### src/verilog/ccss_consts.svh
`ifndef CCSS_CONSTS_SVH
`define CCSS_CONSTS_SVH

`define CCSS_CLK_MHZ        100
`define CCSS_RAMP_MS        470
`define CCSS_CAL_MS         4
`define CCSS_RAMP_CYC       (`CCSS_RAMP_MS * 1000 * `CCSS_CLK_MHZ)
`define CCSS_CAL_CYC        (`CCSS_CAL_MS * 1000 * `CCSS_CLK_MHZ)
`define CCSS_START_FRAMES   6

`define CCSS_IDX_STAT       0
`define CCSS_IDX_ADCSEL     2
`define CCSS_IDX_GAIN_LO    3
`define CCSS_IDX_GAIN_HI    10
`define CCSS_IDX_MIX_A      13
`define CCSS_IDX_MIX_B      14
`define CCSS_IDX_CLKSEL     15
`define CCSS_IDX_CG_LO      16
`define CCSS_IDX_CG_HI      24
`define CCSS_IDX_FILT       25
`define CCSS_IDX_SER        26
`define CCSS_IDX_ENA        27
`define CCSS_IDX_PWR        28
`define CCSS_IDX_LAST       28

`define CCSS_STAT_INIT      15
`define CCSS_STAT_PDS       14

`define CCSS_ENA_DAC1       8
`define CCSS_ENA_DAC2       9
`define CCSS_ENA_ADCL       0
`define CCSS_ENA_ADCR       1
`define CCSS_ENA_DDMIX      12
`define CCSS_ENA_AAMIX      4

`define CCSS_PWR_PDREQ      15
`define CCSS_PWR_AUTOCAL_FORCE_ENABLE       14
`define CCSS_PWR_CG_LSB     11
`define CCSS_SER_LOCK       4

`define CCSS_SEL_DAC1       8
`define CCSS_SEL_DAC2       10
`define CCSS_SEL_ADCL       0
`define CCSS_SEL_ADCR       2

`define CCSS_PWR_RST        16'h8000
`define CCSS_GAIN_RST       16'h8080
`define CCSS_CFG_RST        16'h0000

`endif

### src/verilog/ccss_pkg.sv
`include "ccss_consts.svh"

package ccss_pkg;

    typedef enum logic [1:0] {PWR_DOWN, PWR_RAMP, PWR_CAL, PWR_STBY} ccss_pwr_t;

    typedef enum logic [1:0] {RS_OFF, RS_COUNT, RS_WAIT, RS_RUN} ccss_rs_t;

    typedef struct packed {
        logic [2:0] clkgen_en;
        logic [2:0] conv_out_en;
        logic [2:0] bit_out_en;
    } ccss_clkout_t;

    typedef struct packed {
        logic [1:0] dac_run;
        logic [1:0] adc_sample;
        logic       dac2_mix;
        logic       adc_mix;
    } ccss_conv_t;

    typedef struct packed {
        ccss_rs_t   st;
        logic [2:0] frames;
        logic       request;
    } ccss_rseq_st_t;

    typedef struct packed {
        logic                             fs_m;
        logic                             fs_s;
        logic                             fs_d;
        logic [2:0]                       cv_m;
        logic [2:0]                       cv_s;
        logic [2:0]                       cv_d;
        logic [`CCSS_IDX_LAST:0][15:0]    regs;
        ccss_pwr_t                        pwr;
        logic [25:0]                      tmr;
        logic                             cal_pending;
        logic                             pd_flag;
        logic                             aw_held;
        logic [4:0]                       aw_idx;
        logic                             w_held;
        logic [15:0]                      w_data;
        logic [1:0]                       w_strb;
        logic                             awready;
        logic                             wready;
        logic                             bvalid;
        logic                             arready;
        logic                             rvalid;
        logic [15:0]                      rdata;
        logic [1:0]                       pend;
        logic [1:0]                       valid;
        ccss_clkout_t                     clk_out;
        ccss_conv_t                       conv;
    } ccss_top_st_t;

endpackage

### src/verilog/ccss_res_seq.sv
`timescale 1ns/10ps
`include "ccss_consts.svh"

module ccss_res_seq #(
    parameter int unsigned START_FRAMES = `CCSS_START_FRAMES
) (
    input  wire logic ref_clk,
    input  wire logic rstn,
    input  wire logic ce,
    input  wire logic enable,
    input  wire logic frame_rise,
    input  wire logic conv_rise,
    output logic      request,
    output logic      running
);

    ccss_pkg::ccss_rseq_st_t st;
    ccss_pkg::ccss_rseq_st_t nxt;

    localparam logic [2:0] LAST_FRAME = 3'(START_FRAMES);

    generate
        if (START_FRAMES < 1 || START_FRAMES > 7) begin : g_bad_frames
            $error("START_FRAMES must be 1 to 7");
        end
    endgenerate

    always_comb begin
        nxt = st;
        case (st.st)
            ccss_pkg::RS_OFF: begin
                if (enable) begin
                    nxt.st     = ccss_pkg::RS_COUNT;
                    nxt.frames = 3'h0;
                end
            end
            ccss_pkg::RS_COUNT: begin
                if (frame_rise) begin
                    nxt.request = 1'b1;
                    nxt.frames  = st.frames + 3'h1;
                    if (st.frames + 3'h1 == LAST_FRAME) begin
                        nxt.st = ccss_pkg::RS_WAIT;
                    end
                end
            end
            ccss_pkg::RS_WAIT: begin
                if (conv_rise) begin
                    nxt.st = ccss_pkg::RS_RUN;
                end
            end
            ccss_pkg::RS_RUN: begin
                nxt.st = ccss_pkg::RS_RUN;
            end
            default: begin
                nxt.st = ccss_pkg::RS_OFF;
            end
        endcase
        if (!enable) begin
            nxt.st      = ccss_pkg::RS_OFF;
            nxt.frames  = 3'h0;
            nxt.request = 1'b0;
        end
    end

    always_ff @(posedge ref_clk or negedge rstn) begin
        if (!rstn) begin
            st <= '0;
        end else if (ce) begin
            st <= nxt;
        end
    end

    assign request = st.request;
    assign running = (st.st == ccss_pkg::RS_RUN);

    AST_REQ_ON_FRAME: assert property (@(posedge ref_clk) disable iff (!rstn)
        $rose(st.request) |-> $past(frame_rise) && $past(enable))
        else $error("request rose without a frame edge");

    AST_START_AFTER_FRAMES: assert property (@(posedge ref_clk) disable iff (!rstn)
        $rose(running) |-> $past(conv_rise) && $past(st.frames) == LAST_FRAME)
        else $error("start not on conversion edge after frame count");

    AST_DISABLE_CLEARS: assert property (@(posedge ref_clk) disable iff (!rstn)
        (!enable && ce) |=> (!st.request && st.st == ccss_pkg::RS_OFF))
        else $error("disabled resource kept request or state");

endmodule

### src/verilog/ccss_top.sv
`timescale 1ns/10ps
`include "ccss_consts.svh"

module ccss_top #(
    parameter int unsigned RAMP_CYC = `CCSS_RAMP_CYC,
    parameter int unsigned CAL_CYC  = `CCSS_CAL_CYC
) (
    input  wire logic                ref_clk,
    input  wire logic                rstn,
    input  wire logic                ce,
    input  wire logic                s_axi_awvalid,
    output logic                     s_axi_awready,
    input  wire logic [6:0]          s_axi_awaddr,
    input  wire logic                s_axi_wvalid,
    output logic                     s_axi_wready,
    input  wire logic [31:0]         s_axi_wdata,
    input  wire logic [3:0]          s_axi_wstrb,
    output logic                     s_axi_bvalid,
    input  wire logic                s_axi_bready,
    output logic [1:0]               s_axi_bresp,
    input  wire logic                s_axi_arvalid,
    output logic                     s_axi_arready,
    input  wire logic [6:0]          s_axi_araddr,
    output logic                     s_axi_rvalid,
    input  wire logic                s_axi_rready,
    output logic [31:0]              s_axi_rdata,
    output logic [1:0]               s_axi_rresp,
    input  wire logic                serial_frame_sync,
    input  wire logic [2:0]          conv_clk_pins,
    output ccss_pkg::ccss_clkout_t   clk_out,
    output ccss_pkg::ccss_conv_t     conv,
    output logic                     power_down_state_flag
);

    ccss_pkg::ccss_top_st_t st;
    ccss_pkg::ccss_top_st_t nxt;

    localparam logic [25:0] RAMP_LAST = 26'(RAMP_CYC - 1);
    localparam logic [25:0] CAL_LAST  = 26'(CAL_CYC - 1);

    generate
        if (RAMP_CYC < 1 || RAMP_CYC > 67108864 || CAL_CYC < 1 || CAL_CYC > 67108864)
        begin : g_bad_timer
            $error("timer counts must be 1 to 2**26");
        end
    endgenerate

    logic       frame_rise;
    logic [2:0] cv_rise_all;
    logic [3:0] en_vec;
    logic [3:0] cv_pick;
    logic [3:0] req_vec;
    logic [3:0] run_vec;
    logic [1:0] newp;
    logic       lock;
    logic       go;
    logic       busy;
    logic       wr_ok;
    logic [4:0] rd_idx;
    logic [15:0] status;

    // Only the second and third stages feed edge logic
    assign frame_rise  = st.fs_s & ~st.fs_d;
    assign cv_rise_all = st.cv_s & ~st.cv_d;

    assign en_vec = {st.regs[`CCSS_IDX_ENA][`CCSS_ENA_ADCR],
                     st.regs[`CCSS_IDX_ENA][`CCSS_ENA_ADCL],
                     st.regs[`CCSS_IDX_ENA][`CCSS_ENA_DAC2],
                     st.regs[`CCSS_IDX_ENA][`CCSS_ENA_DAC1]};

    genvar k;
    generate
        for (k = 0; k < 4; k++) begin : g_res
            localparam int LSB = (k == 0) ? `CCSS_SEL_DAC1 : (k == 1) ? `CCSS_SEL_DAC2 :
                                 (k == 2) ? `CCSS_SEL_ADCL : `CCSS_SEL_ADCR;
            logic [1:0] sel;
            assign sel = st.regs[`CCSS_IDX_CLKSEL][LSB +: 2];
            // Code zero falls back to the first clock
            assign cv_pick[k] = (sel == 2'h0) ? cv_rise_all[0] : cv_rise_all[sel - 2'h1];
            ccss_res_seq u_seq (
                .ref_clk    (ref_clk),
                .rstn       (rstn),
                .ce         (ce),
                .enable     (en_vec[k]),
                .frame_rise (frame_rise),
                .conv_rise  (cv_pick[k]),
                .request    (req_vec[k]),
                .running    (run_vec[k])
            );
        end
    endgenerate

    assign newp   = run_vec[3:2] & cv_pick[3:2];
    assign lock   = st.regs[`CCSS_IDX_SER][`CCSS_SER_LOCK] & run_vec[2] & run_vec[3];
    assign go     = &st.pend;
    assign busy   = (|en_vec) | st.regs[`CCSS_IDX_ENA][`CCSS_ENA_DDMIX];
    assign rd_idx = s_axi_araddr[6:2];
    assign status = {1'b1, st.pd_flag, 6'h00, run_vec, st.valid, req_vec[1:0]};

    assign wr_ok = (st.aw_idx != 5'(`CCSS_IDX_STAT)) && (st.aw_idx <= 5'(`CCSS_IDX_LAST))
                && (st.aw_idx != 5'(`CCSS_IDX_ENA) || st.pwr == ccss_pkg::PWR_STBY)
                && (st.aw_idx != 5'(`CCSS_IDX_FILT) || !busy);

    always_comb begin
        nxt      = st;
        nxt.fs_m = serial_frame_sync;
        nxt.fs_s = st.fs_m;
        nxt.fs_d = st.fs_s;
        nxt.cv_m = conv_clk_pins;
        nxt.cv_s = st.cv_m;
        nxt.cv_d = st.cv_s;

        if (s_axi_awvalid && st.awready) begin
            nxt.aw_held = 1'b1;
            nxt.aw_idx  = s_axi_awaddr[6:2];
        end
        if (s_axi_wvalid && st.wready) begin
            nxt.w_held = 1'b1;
            nxt.w_data = s_axi_wdata[15:0];
            nxt.w_strb = s_axi_wstrb[1:0];
        end
        if (st.aw_held && st.w_held && !st.bvalid) begin
            nxt.aw_held = 1'b0;
            nxt.w_held  = 1'b0;
            nxt.bvalid  = 1'b1;
            // Refused writes still answer OKAY; host checks by readback
            if (wr_ok) begin
                if (st.w_strb[0]) begin
                    nxt.regs[st.aw_idx][7:0] = st.w_data[7:0];
                end
                if (st.w_strb[1]) begin
                    nxt.regs[st.aw_idx][15:8] = st.w_data[15:8];
                end
            end
        end
        if (st.bvalid && s_axi_bready) begin
            nxt.bvalid = 1'b0;
        end
        if (s_axi_arvalid && st.arready) begin
            nxt.rvalid = 1'b1;
            if (rd_idx == 5'(`CCSS_IDX_STAT)) begin
                nxt.rdata = status;
            end else if (rd_idx <= 5'(`CCSS_IDX_LAST)) begin
                nxt.rdata = st.regs[rd_idx];
            end else begin
                nxt.rdata = 16'h0000;
            end
        end else if (st.rvalid && s_axi_rready) begin
            nxt.rvalid = 1'b0;
        end

        case (st.pwr)
            ccss_pkg::PWR_DOWN: begin
                if (!st.regs[`CCSS_IDX_PWR][`CCSS_PWR_PDREQ]) begin
                    nxt.pwr = ccss_pkg::PWR_RAMP;
                    nxt.tmr = 26'h0000000;
                end
            end
            ccss_pkg::PWR_RAMP: begin
                if (st.tmr == RAMP_LAST) begin
                    nxt.tmr = 26'h0000000;
                    if (st.cal_pending || st.regs[`CCSS_IDX_PWR][`CCSS_PWR_AUTOCAL_FORCE_ENABLE]) begin
                        nxt.pwr = ccss_pkg::PWR_CAL;
                    end else begin
                        nxt.pwr = ccss_pkg::PWR_STBY;
                    end
                end else begin
                    nxt.tmr = st.tmr + 26'h0000001;
                end
            end
            ccss_pkg::PWR_CAL: begin
                if (st.tmr == CAL_LAST) begin
                    nxt.pwr         = ccss_pkg::PWR_STBY;
                    nxt.cal_pending = 1'b0;
                end else begin
                    nxt.tmr = st.tmr + 26'h0000001;
                end
            end
            ccss_pkg::PWR_STBY: begin
                nxt.pwr = ccss_pkg::PWR_STBY;
            end
            default: begin
                nxt.pwr = ccss_pkg::PWR_DOWN;
            end
        endcase
        if (st.regs[`CCSS_IDX_PWR][`CCSS_PWR_PDREQ]) begin
            nxt.pwr = ccss_pkg::PWR_DOWN;
        end

        // Defaults win over a write landing in the same cycle
        if (nxt.pwr != ccss_pkg::PWR_STBY) begin
            nxt.regs[`CCSS_IDX_ADCSEL] = `CCSS_CFG_RST;
            nxt.regs[`CCSS_IDX_MIX_A]  = `CCSS_CFG_RST;
            nxt.regs[`CCSS_IDX_MIX_B]  = `CCSS_CFG_RST;
            nxt.regs[`CCSS_IDX_CLKSEL] = `CCSS_CFG_RST;
            nxt.regs[`CCSS_IDX_FILT]   = `CCSS_CFG_RST;
            nxt.regs[`CCSS_IDX_ENA]    = `CCSS_CFG_RST;
        end
        for (int g = `CCSS_IDX_GAIN_LO; g <= `CCSS_IDX_GAIN_HI; g++) begin
            if (!nxt.regs[`CCSS_IDX_ENA][g[0] ? `CCSS_ENA_DAC1 : `CCSS_ENA_DAC2]) begin
                nxt.regs[g] = `CCSS_GAIN_RST;
            end
        end

        // A new sample on the frame edge waits for the next frame
        if (frame_rise) begin
            if (lock) begin
                nxt.valid = {go, go};
                nxt.pend  = go ? newp : (st.pend | newp);
            end else begin
                nxt.valid = st.pend;
                nxt.pend  = newp;
            end
        end else begin
            nxt.pend = st.pend | newp;
        end
        nxt.valid = nxt.valid & run_vec[3:2];
        nxt.pend  = nxt.pend & run_vec[3:2];

        nxt.pd_flag                = (nxt.pwr == ccss_pkg::PWR_STBY);
        nxt.clk_out.clkgen_en      = nxt.regs[`CCSS_IDX_PWR][`CCSS_PWR_CG_LSB +: 3]
                                   & {3{~nxt.regs[`CCSS_IDX_PWR][`CCSS_PWR_PDREQ]}};
        nxt.clk_out.conv_out_en    = {nxt.regs[`CCSS_IDX_PWR][7], nxt.regs[`CCSS_IDX_PWR][5],
                                      nxt.regs[`CCSS_IDX_PWR][3]};
        nxt.clk_out.bit_out_en     = {nxt.regs[`CCSS_IDX_PWR][6], nxt.regs[`CCSS_IDX_PWR][4],
                                      nxt.regs[`CCSS_IDX_PWR][2]};
        nxt.conv.dac_run           = run_vec[1:0];
        nxt.conv.adc_sample        = run_vec[3:2];
        nxt.conv.dac2_mix          = nxt.regs[`CCSS_IDX_ENA][`CCSS_ENA_DDMIX];
        nxt.conv.adc_mix           = nxt.regs[`CCSS_IDX_ENA][`CCSS_ENA_AAMIX];
        nxt.awready                = !nxt.aw_held && !nxt.bvalid;
        nxt.wready                 = !nxt.w_held && !nxt.bvalid;
        nxt.arready                = !nxt.rvalid;
    end

    always_ff @(posedge ref_clk or negedge rstn) begin
        if (!rstn) begin
            st                       <= '0;
            st.regs[`CCSS_IDX_PWR]   <= `CCSS_PWR_RST;
            st.cal_pending           <= 1'b1;
            for (int g = `CCSS_IDX_GAIN_LO; g <= `CCSS_IDX_GAIN_HI; g++) begin
                st.regs[g] <= `CCSS_GAIN_RST;
            end
        end else if (ce) begin
            st <= nxt;
        end
    end

    assign s_axi_awready         = st.awready;
    assign s_axi_wready          = st.wready;
    assign s_axi_bvalid          = st.bvalid;
    assign s_axi_bresp           = 2'h0;
    assign s_axi_arready         = st.arready;
    assign s_axi_rvalid          = st.rvalid;
    assign s_axi_rdata           = {16'h0000, st.rdata};
    assign s_axi_rresp           = 2'h0;
    assign clk_out               = st.clk_out;
    assign conv                  = st.conv;
    assign power_down_state_flag = st.pd_flag;

    AST_ENA_REJECT: assert property (@(posedge ref_clk) disable iff (!rstn)
        (st.pwr != ccss_pkg::PWR_STBY) |-> st.regs[`CCSS_IDX_ENA] == 16'h0000)
        else $error("enable register set outside standby");

    AST_READBACK: assert property (@(posedge ref_clk) disable iff (!rstn)
        ($rose(st.bvalid) && st.w_strb == 2'h3
         && st.aw_idx inside {[`CCSS_IDX_CG_LO:`CCSS_IDX_CG_HI]})
        |-> st.regs[st.aw_idx] == st.w_data)
        else $error("clock generator write not stored");

    AST_RAMP_TIME: assert property (@(posedge ref_clk) disable iff (!rstn)
        ($past(st.pwr) == ccss_pkg::PWR_RAMP && st.pwr != ccss_pkg::PWR_RAMP
         && st.pwr != ccss_pkg::PWR_DOWN) |-> $past(st.tmr) == RAMP_LAST)
        else $error("ramp left early or late");

    AST_CAL_TIME: assert property (@(posedge ref_clk) disable iff (!rstn)
        ($past(st.pwr) == ccss_pkg::PWR_CAL && st.pwr == ccss_pkg::PWR_STBY)
        |-> $past(st.tmr) == CAL_LAST && !st.cal_pending)
        else $error("calibration length wrong");

    AST_PD_FLAG: assert property (@(posedge ref_clk) disable iff (!rstn)
        st.pd_flag == (st.pwr == ccss_pkg::PWR_STBY))
        else $error("power down status flag mismatch");

    AST_CFG_DEFAULT: assert property (@(posedge ref_clk) disable iff (!rstn)
        (st.pwr == ccss_pkg::PWR_DOWN) |-> (st.regs[`CCSS_IDX_CLKSEL] == 16'h0000
         && st.regs[`CCSS_IDX_FILT] == 16'h0000 && st.regs[`CCSS_IDX_MIX_A] == 16'h0000))
        else $error("config not at default in power down");

    AST_GAIN_ATTEN: assert property (@(posedge ref_clk) disable iff (!rstn)
        !st.regs[`CCSS_IDX_ENA][`CCSS_ENA_DAC1] |-> st.regs[9] == `CCSS_GAIN_RST)
        else $error("gain not at full attenuation");

    AST_FILT_HOLD: assert property (@(posedge ref_clk) disable iff (!rstn)
        (ce && busy) ##1 busy |-> $stable(st.regs[`CCSS_IDX_FILT]))
        else $error("filter mode changed while enabled");

    AST_MIX_NOW: assert property (@(posedge ref_clk) disable iff (!rstn)
        st.conv.dac2_mix == st.regs[`CCSS_IDX_ENA][`CCSS_ENA_DDMIX])
        else $error("mix enable not applied at once");

    AST_LOCK_PAIR: assert property (@(posedge ref_clk) disable iff (!rstn)
        (ce && frame_rise && lock) |=> st.valid[0] == st.valid[1])
        else $error("locked ADCs reported in different frames");

endmodule

### config.mk
export PLATFORM = sky130hd
export DESIGN_NAME = ccss_top
export DESIGN_NICKNAME = d
export VERILOG_FILES = /design/src/verilog/ccss_pkg.sv /design/src/verilog/ccss_res_seq.sv /design/src/verilog/ccss_top.sv
export VERILOG_INCLUDE_DIRS = /design/src /design/src/verilog
export SDC_FILE = /design/constraint.sdc
export NUM_CORES = 1
export LEC_CHECK = 0
export ABC_AREA = 1
export BUFFER_PORTS_ARGS = -buffer_cell sky130_fd_sc_hd__buf_4
export CORE_UTILIZATION = 40
export DETAILED_ROUTE_END_ITERATION = 8
export GPL_TIMING_DRIVEN = 0
export PLACE_DENSITY = 0.54
export SYNTH_ARGS = -nofsm -noshare
export SYNTH_HDL_FRONTEND = slang
export SYNTH_SLANG_ARGS = --single-unit
### constraint.sdc
create_clock -name ref_clk -period 7.09 [get_ports ref_clk]
set_clock_uncertainty 0.05 [all_clocks]
set_input_delay 1.418 -clock ref_clk [delete_from_list [all_inputs] [get_ports ref_clk]]
set_output_delay 1.418 -clock ref_clk [all_outputs]
set_load 0.01 [all_outputs]
==> key figures <==
CTS
  • Worst-Skew Late Latency: 630 ps
  • CTS tree: built
  • CTS root buffer: clkbuf_16
  • CTS Sinks: 585
  • CTS Buffer Depth: 3
  • Worst-path clk slew: 60 ps
  • Postcts setup bufs: 0
  • H-tree depth: 3
  • Post-CTS Hold Fix Bufs: 0
  • CTS buffer count: 68
  • # resized after CTS: 0

Synthesis
  • Post-Synth Simple-Gate Area: a little under a quarter
  • Post-Synth XOR/XNOR Area: 0.3066%
  • Post-synthesis mux area share: less than 1%
  • Top_reg_cell synth: dfrtp_1
  • Cell count after synthesis: approximately 3500
  • Largest family of logic cells by synthesized area: simple AND/OR/NAND/NOR gates
  • Ys Warns: 0
  • Distinct cell type count after synthesis: just under 60
  • Ys async rst share: 100.0%
  • Mean post-synth cell area: around 8.1 um^2
  • Mapped cell area: ~29000 um^2
  • Compound-Gate Fraction of Synth Area: approximately 18%
  • Post-synthesis sequential area ratio: 51.32%
  • Area share of fa/ha/maj cells after synthesis: less than 1%
  • FF+latch count, synth: 585
  • Number of synthesized flops with an enable pin: 0

STA
  • Worst slew margin: a little over a tenth
  • RSZ-0062 raised after global routing: no
  • Actual transition at the worst max-transition pin: 1335 ps
  • Setup ws final: about 2700 ps
  • Setup Total Neg Slack: 0 ps
  • # setup viols final: 0
  • Slew Viols, Final: 0
  • Fin crit period: ~4400 ps
  • Max Clk Rate: about 0.23 GHz
  • Final Hold Viols: 0
  • Final period util: between 60% and 70%

Critical path
  • Worst path required time: ~7600 ps
  • CP Buf/Inv Count: 4
  • CP arrival: 4920 ps
  • Biggest cell delay along the critical path: roughly 840 ps
  • Worst-path cell chain: buf_4 > clkbuf_1 > clkbuf_1 > clkbuf_1 > o21ai_0 > o221ai_1 > nand3_1 > nand3_1 > nand3_1 > a2bb2oi_1
  • Critical Path End Type: flip-flop
  • Number of cells on the worst reg-to-reg path: 14
  • Crit Path Max Fanout: 10
  • Worst setup path class: in2reg
  • Worst path depth: 10
  • Top delay family on crit path: buffers and inverters
  • R2R Setup Slk: 3460 ps
  • Crit start category: input pin
  • CP max-delay cell: clkbuf_1

Finish
  • Fill cells: 7213
  • Area Overhead vs Synth: 15.16%
  • Final-stage net count: roughly 3800
  • Post-route cell area: 32900 um^2
  • Share of layout cells above drive strength 1: 9.440%

Drt
  • DRT iter0 DRCs: 3907
  • ANT nets after route: 0
  • Routed WL per cell: around 27 um
  • Vias post-DR: 27735
  • Routed Wire Length: around 130 mm
  • DRT Pass-1 Iters: 8
  • # DRC: 0
  • Drt via density: between 5 and 6

Min path
  • HP Class: reg2reg
  • WHS Path Cells: 1

Global route
  • Met2 global-route usage: between 40% and 50%
  • GR Overflow Total: 0
  • Largest net degree at the start of global routing: 117
  • Global-route wire length before repair: ~180 mm
  • Met3 Resource Use GR: between 7 and 8%
  • Number of global-route vias before repair: approximately 26000
  • Initial antenna violation count: 3
  • GRT Total Usage: 34.84%
  • GRT busiest layer: met1
  • Routing usage on met1: roughly half

Run status
  • Status: finished clean

Placement
  • Hpwl dp: between 90 and 100 mm
  • Placed instance area: roughly 30000 um^2
  • Setup Slack @ Placement: ~2200 ps
  • Number of buffers added on ports: 74
  • Routability cong.: between 1 and 1.5

Flow run
  • Max-cap viol count: 0

Floorplan
  • I/O Pins: 119
  • Floorplan row count: between 90 and 100
  • Die H: ~270 um
  • Die width: roughly 270 um
  • Die ar.: 72500 um^2
  • Initial core utilization: between 40% and 50%
  • Core ar.: 70390 um^2

Power
  • P per Cell Area: 325.1 nW/um^2
  • Leakage Power: roughly 15 nW
  • Peak supply drop: 0.1834 mV
-- final timing paths --
check,to,from
worst max-delay path,s_axi_rdata[2],s_axi_araddr[3]
worst min-delay path,st[100],st[100]
worst max register to register,st[118],st[60]
worst min register to register,st[100],st[100]
max in group asynchronous,st[365],rstn
min in group asynchronous,g_res[2].u_seq.st[3],rstn
-- cell usage after synthesis (19+ instances only) --
master    number  area share, %
o21ai_1       83            1.5
nand2_2       22           0.48
clkbuf_1     166            2.2
nand3_1      176            3.1
nand4_1       72            1.6
nor3_1        37           0.65
o211ai_1      38            1.0
a21oi_1      145            2.5
o21ai_0      489            8.6
inv_1        154            2.0
buf_4         58            1.5
dfrtp_1      567             50
buf_2         27           0.47
o221ai_1      73            2.2
nor2_1       301            4.0
nand2_1      901             12
ha_1          20           0.88
o22ai_1       19           0.42
-- routing by layer --
metal	up-vias	routed length, um
met5	-	45
met4	2	8049
met3	353	13730
met2	1613	52880
met1	13616	53300
li1	12151	-
-- metrics by stage --
stage          util [%]  power, mW  hold slack [ps]  cells
5_1_grt           46.74      11.03            417.4   4669
3_5_place_dp      43.35      6.841            396.8   4547
4_1_cts           46.72      10.62            410.4   4668
2_1_floorplan         -      5.536            373.9   3528
6_report          46.74      10.70            408.0   4670
3_3_place_gp      43.15      6.817            384.9   4542
-- layout make-up --
| cell class | count | area [um^2] | share of cell area, % |
|---|---|---|---|
| sequential | 585 | 14660 | 44.56 |
| multi-input combinational | 2513 | 12100 | 36.77 |
| clock buffer | 107 | 2092 | 6.358 |
| buffer | 263 | 1254 | 3.810 |
| tap | 940 | 1176 | 3.575 |
| timing repair buffer | 80 | 715.7 | 2.175 |
| inverter | 167 | 629.4 | 1.913 |
| clock inverter | 14 | 274.0 | 0.8328 |
| antenna | 1 | 2.502 | 0.007606 |
-- cells in the final DEF, fill, tap and decap left out, drive strengths merged, types with 4 or more instances in the layout --
cell type  instances
nand2            925
o21ai            573
dfrtp            567
nor2             311
clkbuf           273
nand3            181
buf              177
inv              164
a21oi            146
nand4             74
o221ai            73
nor3              39
o211ai            38
ha                20
conb              20
o22ai             19
dfstp             18
a21o              16
o21a               9
clkinv             9
o31ai              8
bufinv             8
or2                7
o2111ai            6
xor2               5
a2bb2oi            5
xnor2              5
nand3b             4
-- flip-flops by register name, summed over array words and instances (netlist names) --
| register | flops |
|---|---|
| st | 514 |
| g_res.u_seq.st | 20 |
| nxt | 8 |
| s_axi_rdata | 16 |
| g_res.sel | 8 |
| conv | 4 |
| en_vec | 4 |
| g_res.u_seq.request | 2 |
| s_axi_rvalid | 1 |
| s_axi_wready | 1 |
| s_axi_bvalid | 1 |
| s_axi_awready | 1 |
| clk_out | 3 |
| power_down_state_flag | 1 |
| s_axi_arready | 1 |
-- cell families after synthesis --
logic type,Yosys count
and+or+nand+nor,1548
AOI/OAI and AO/OA,911
DFF,585
buffers and inverters,430
adders and majority gates,20
xor gates and xnor gates,10
muxes,4
other,1
-- power breakdown --
part / internal [mW] / total, mW / switching [mW]
clock: 2.31 / 3.80 / 1.49
sequential: 3.82 / 4.27 / 0.452
combinational: 0.667 / 2.62 / 1.95
Note: power is estimated with default switching activity, not from simulation.
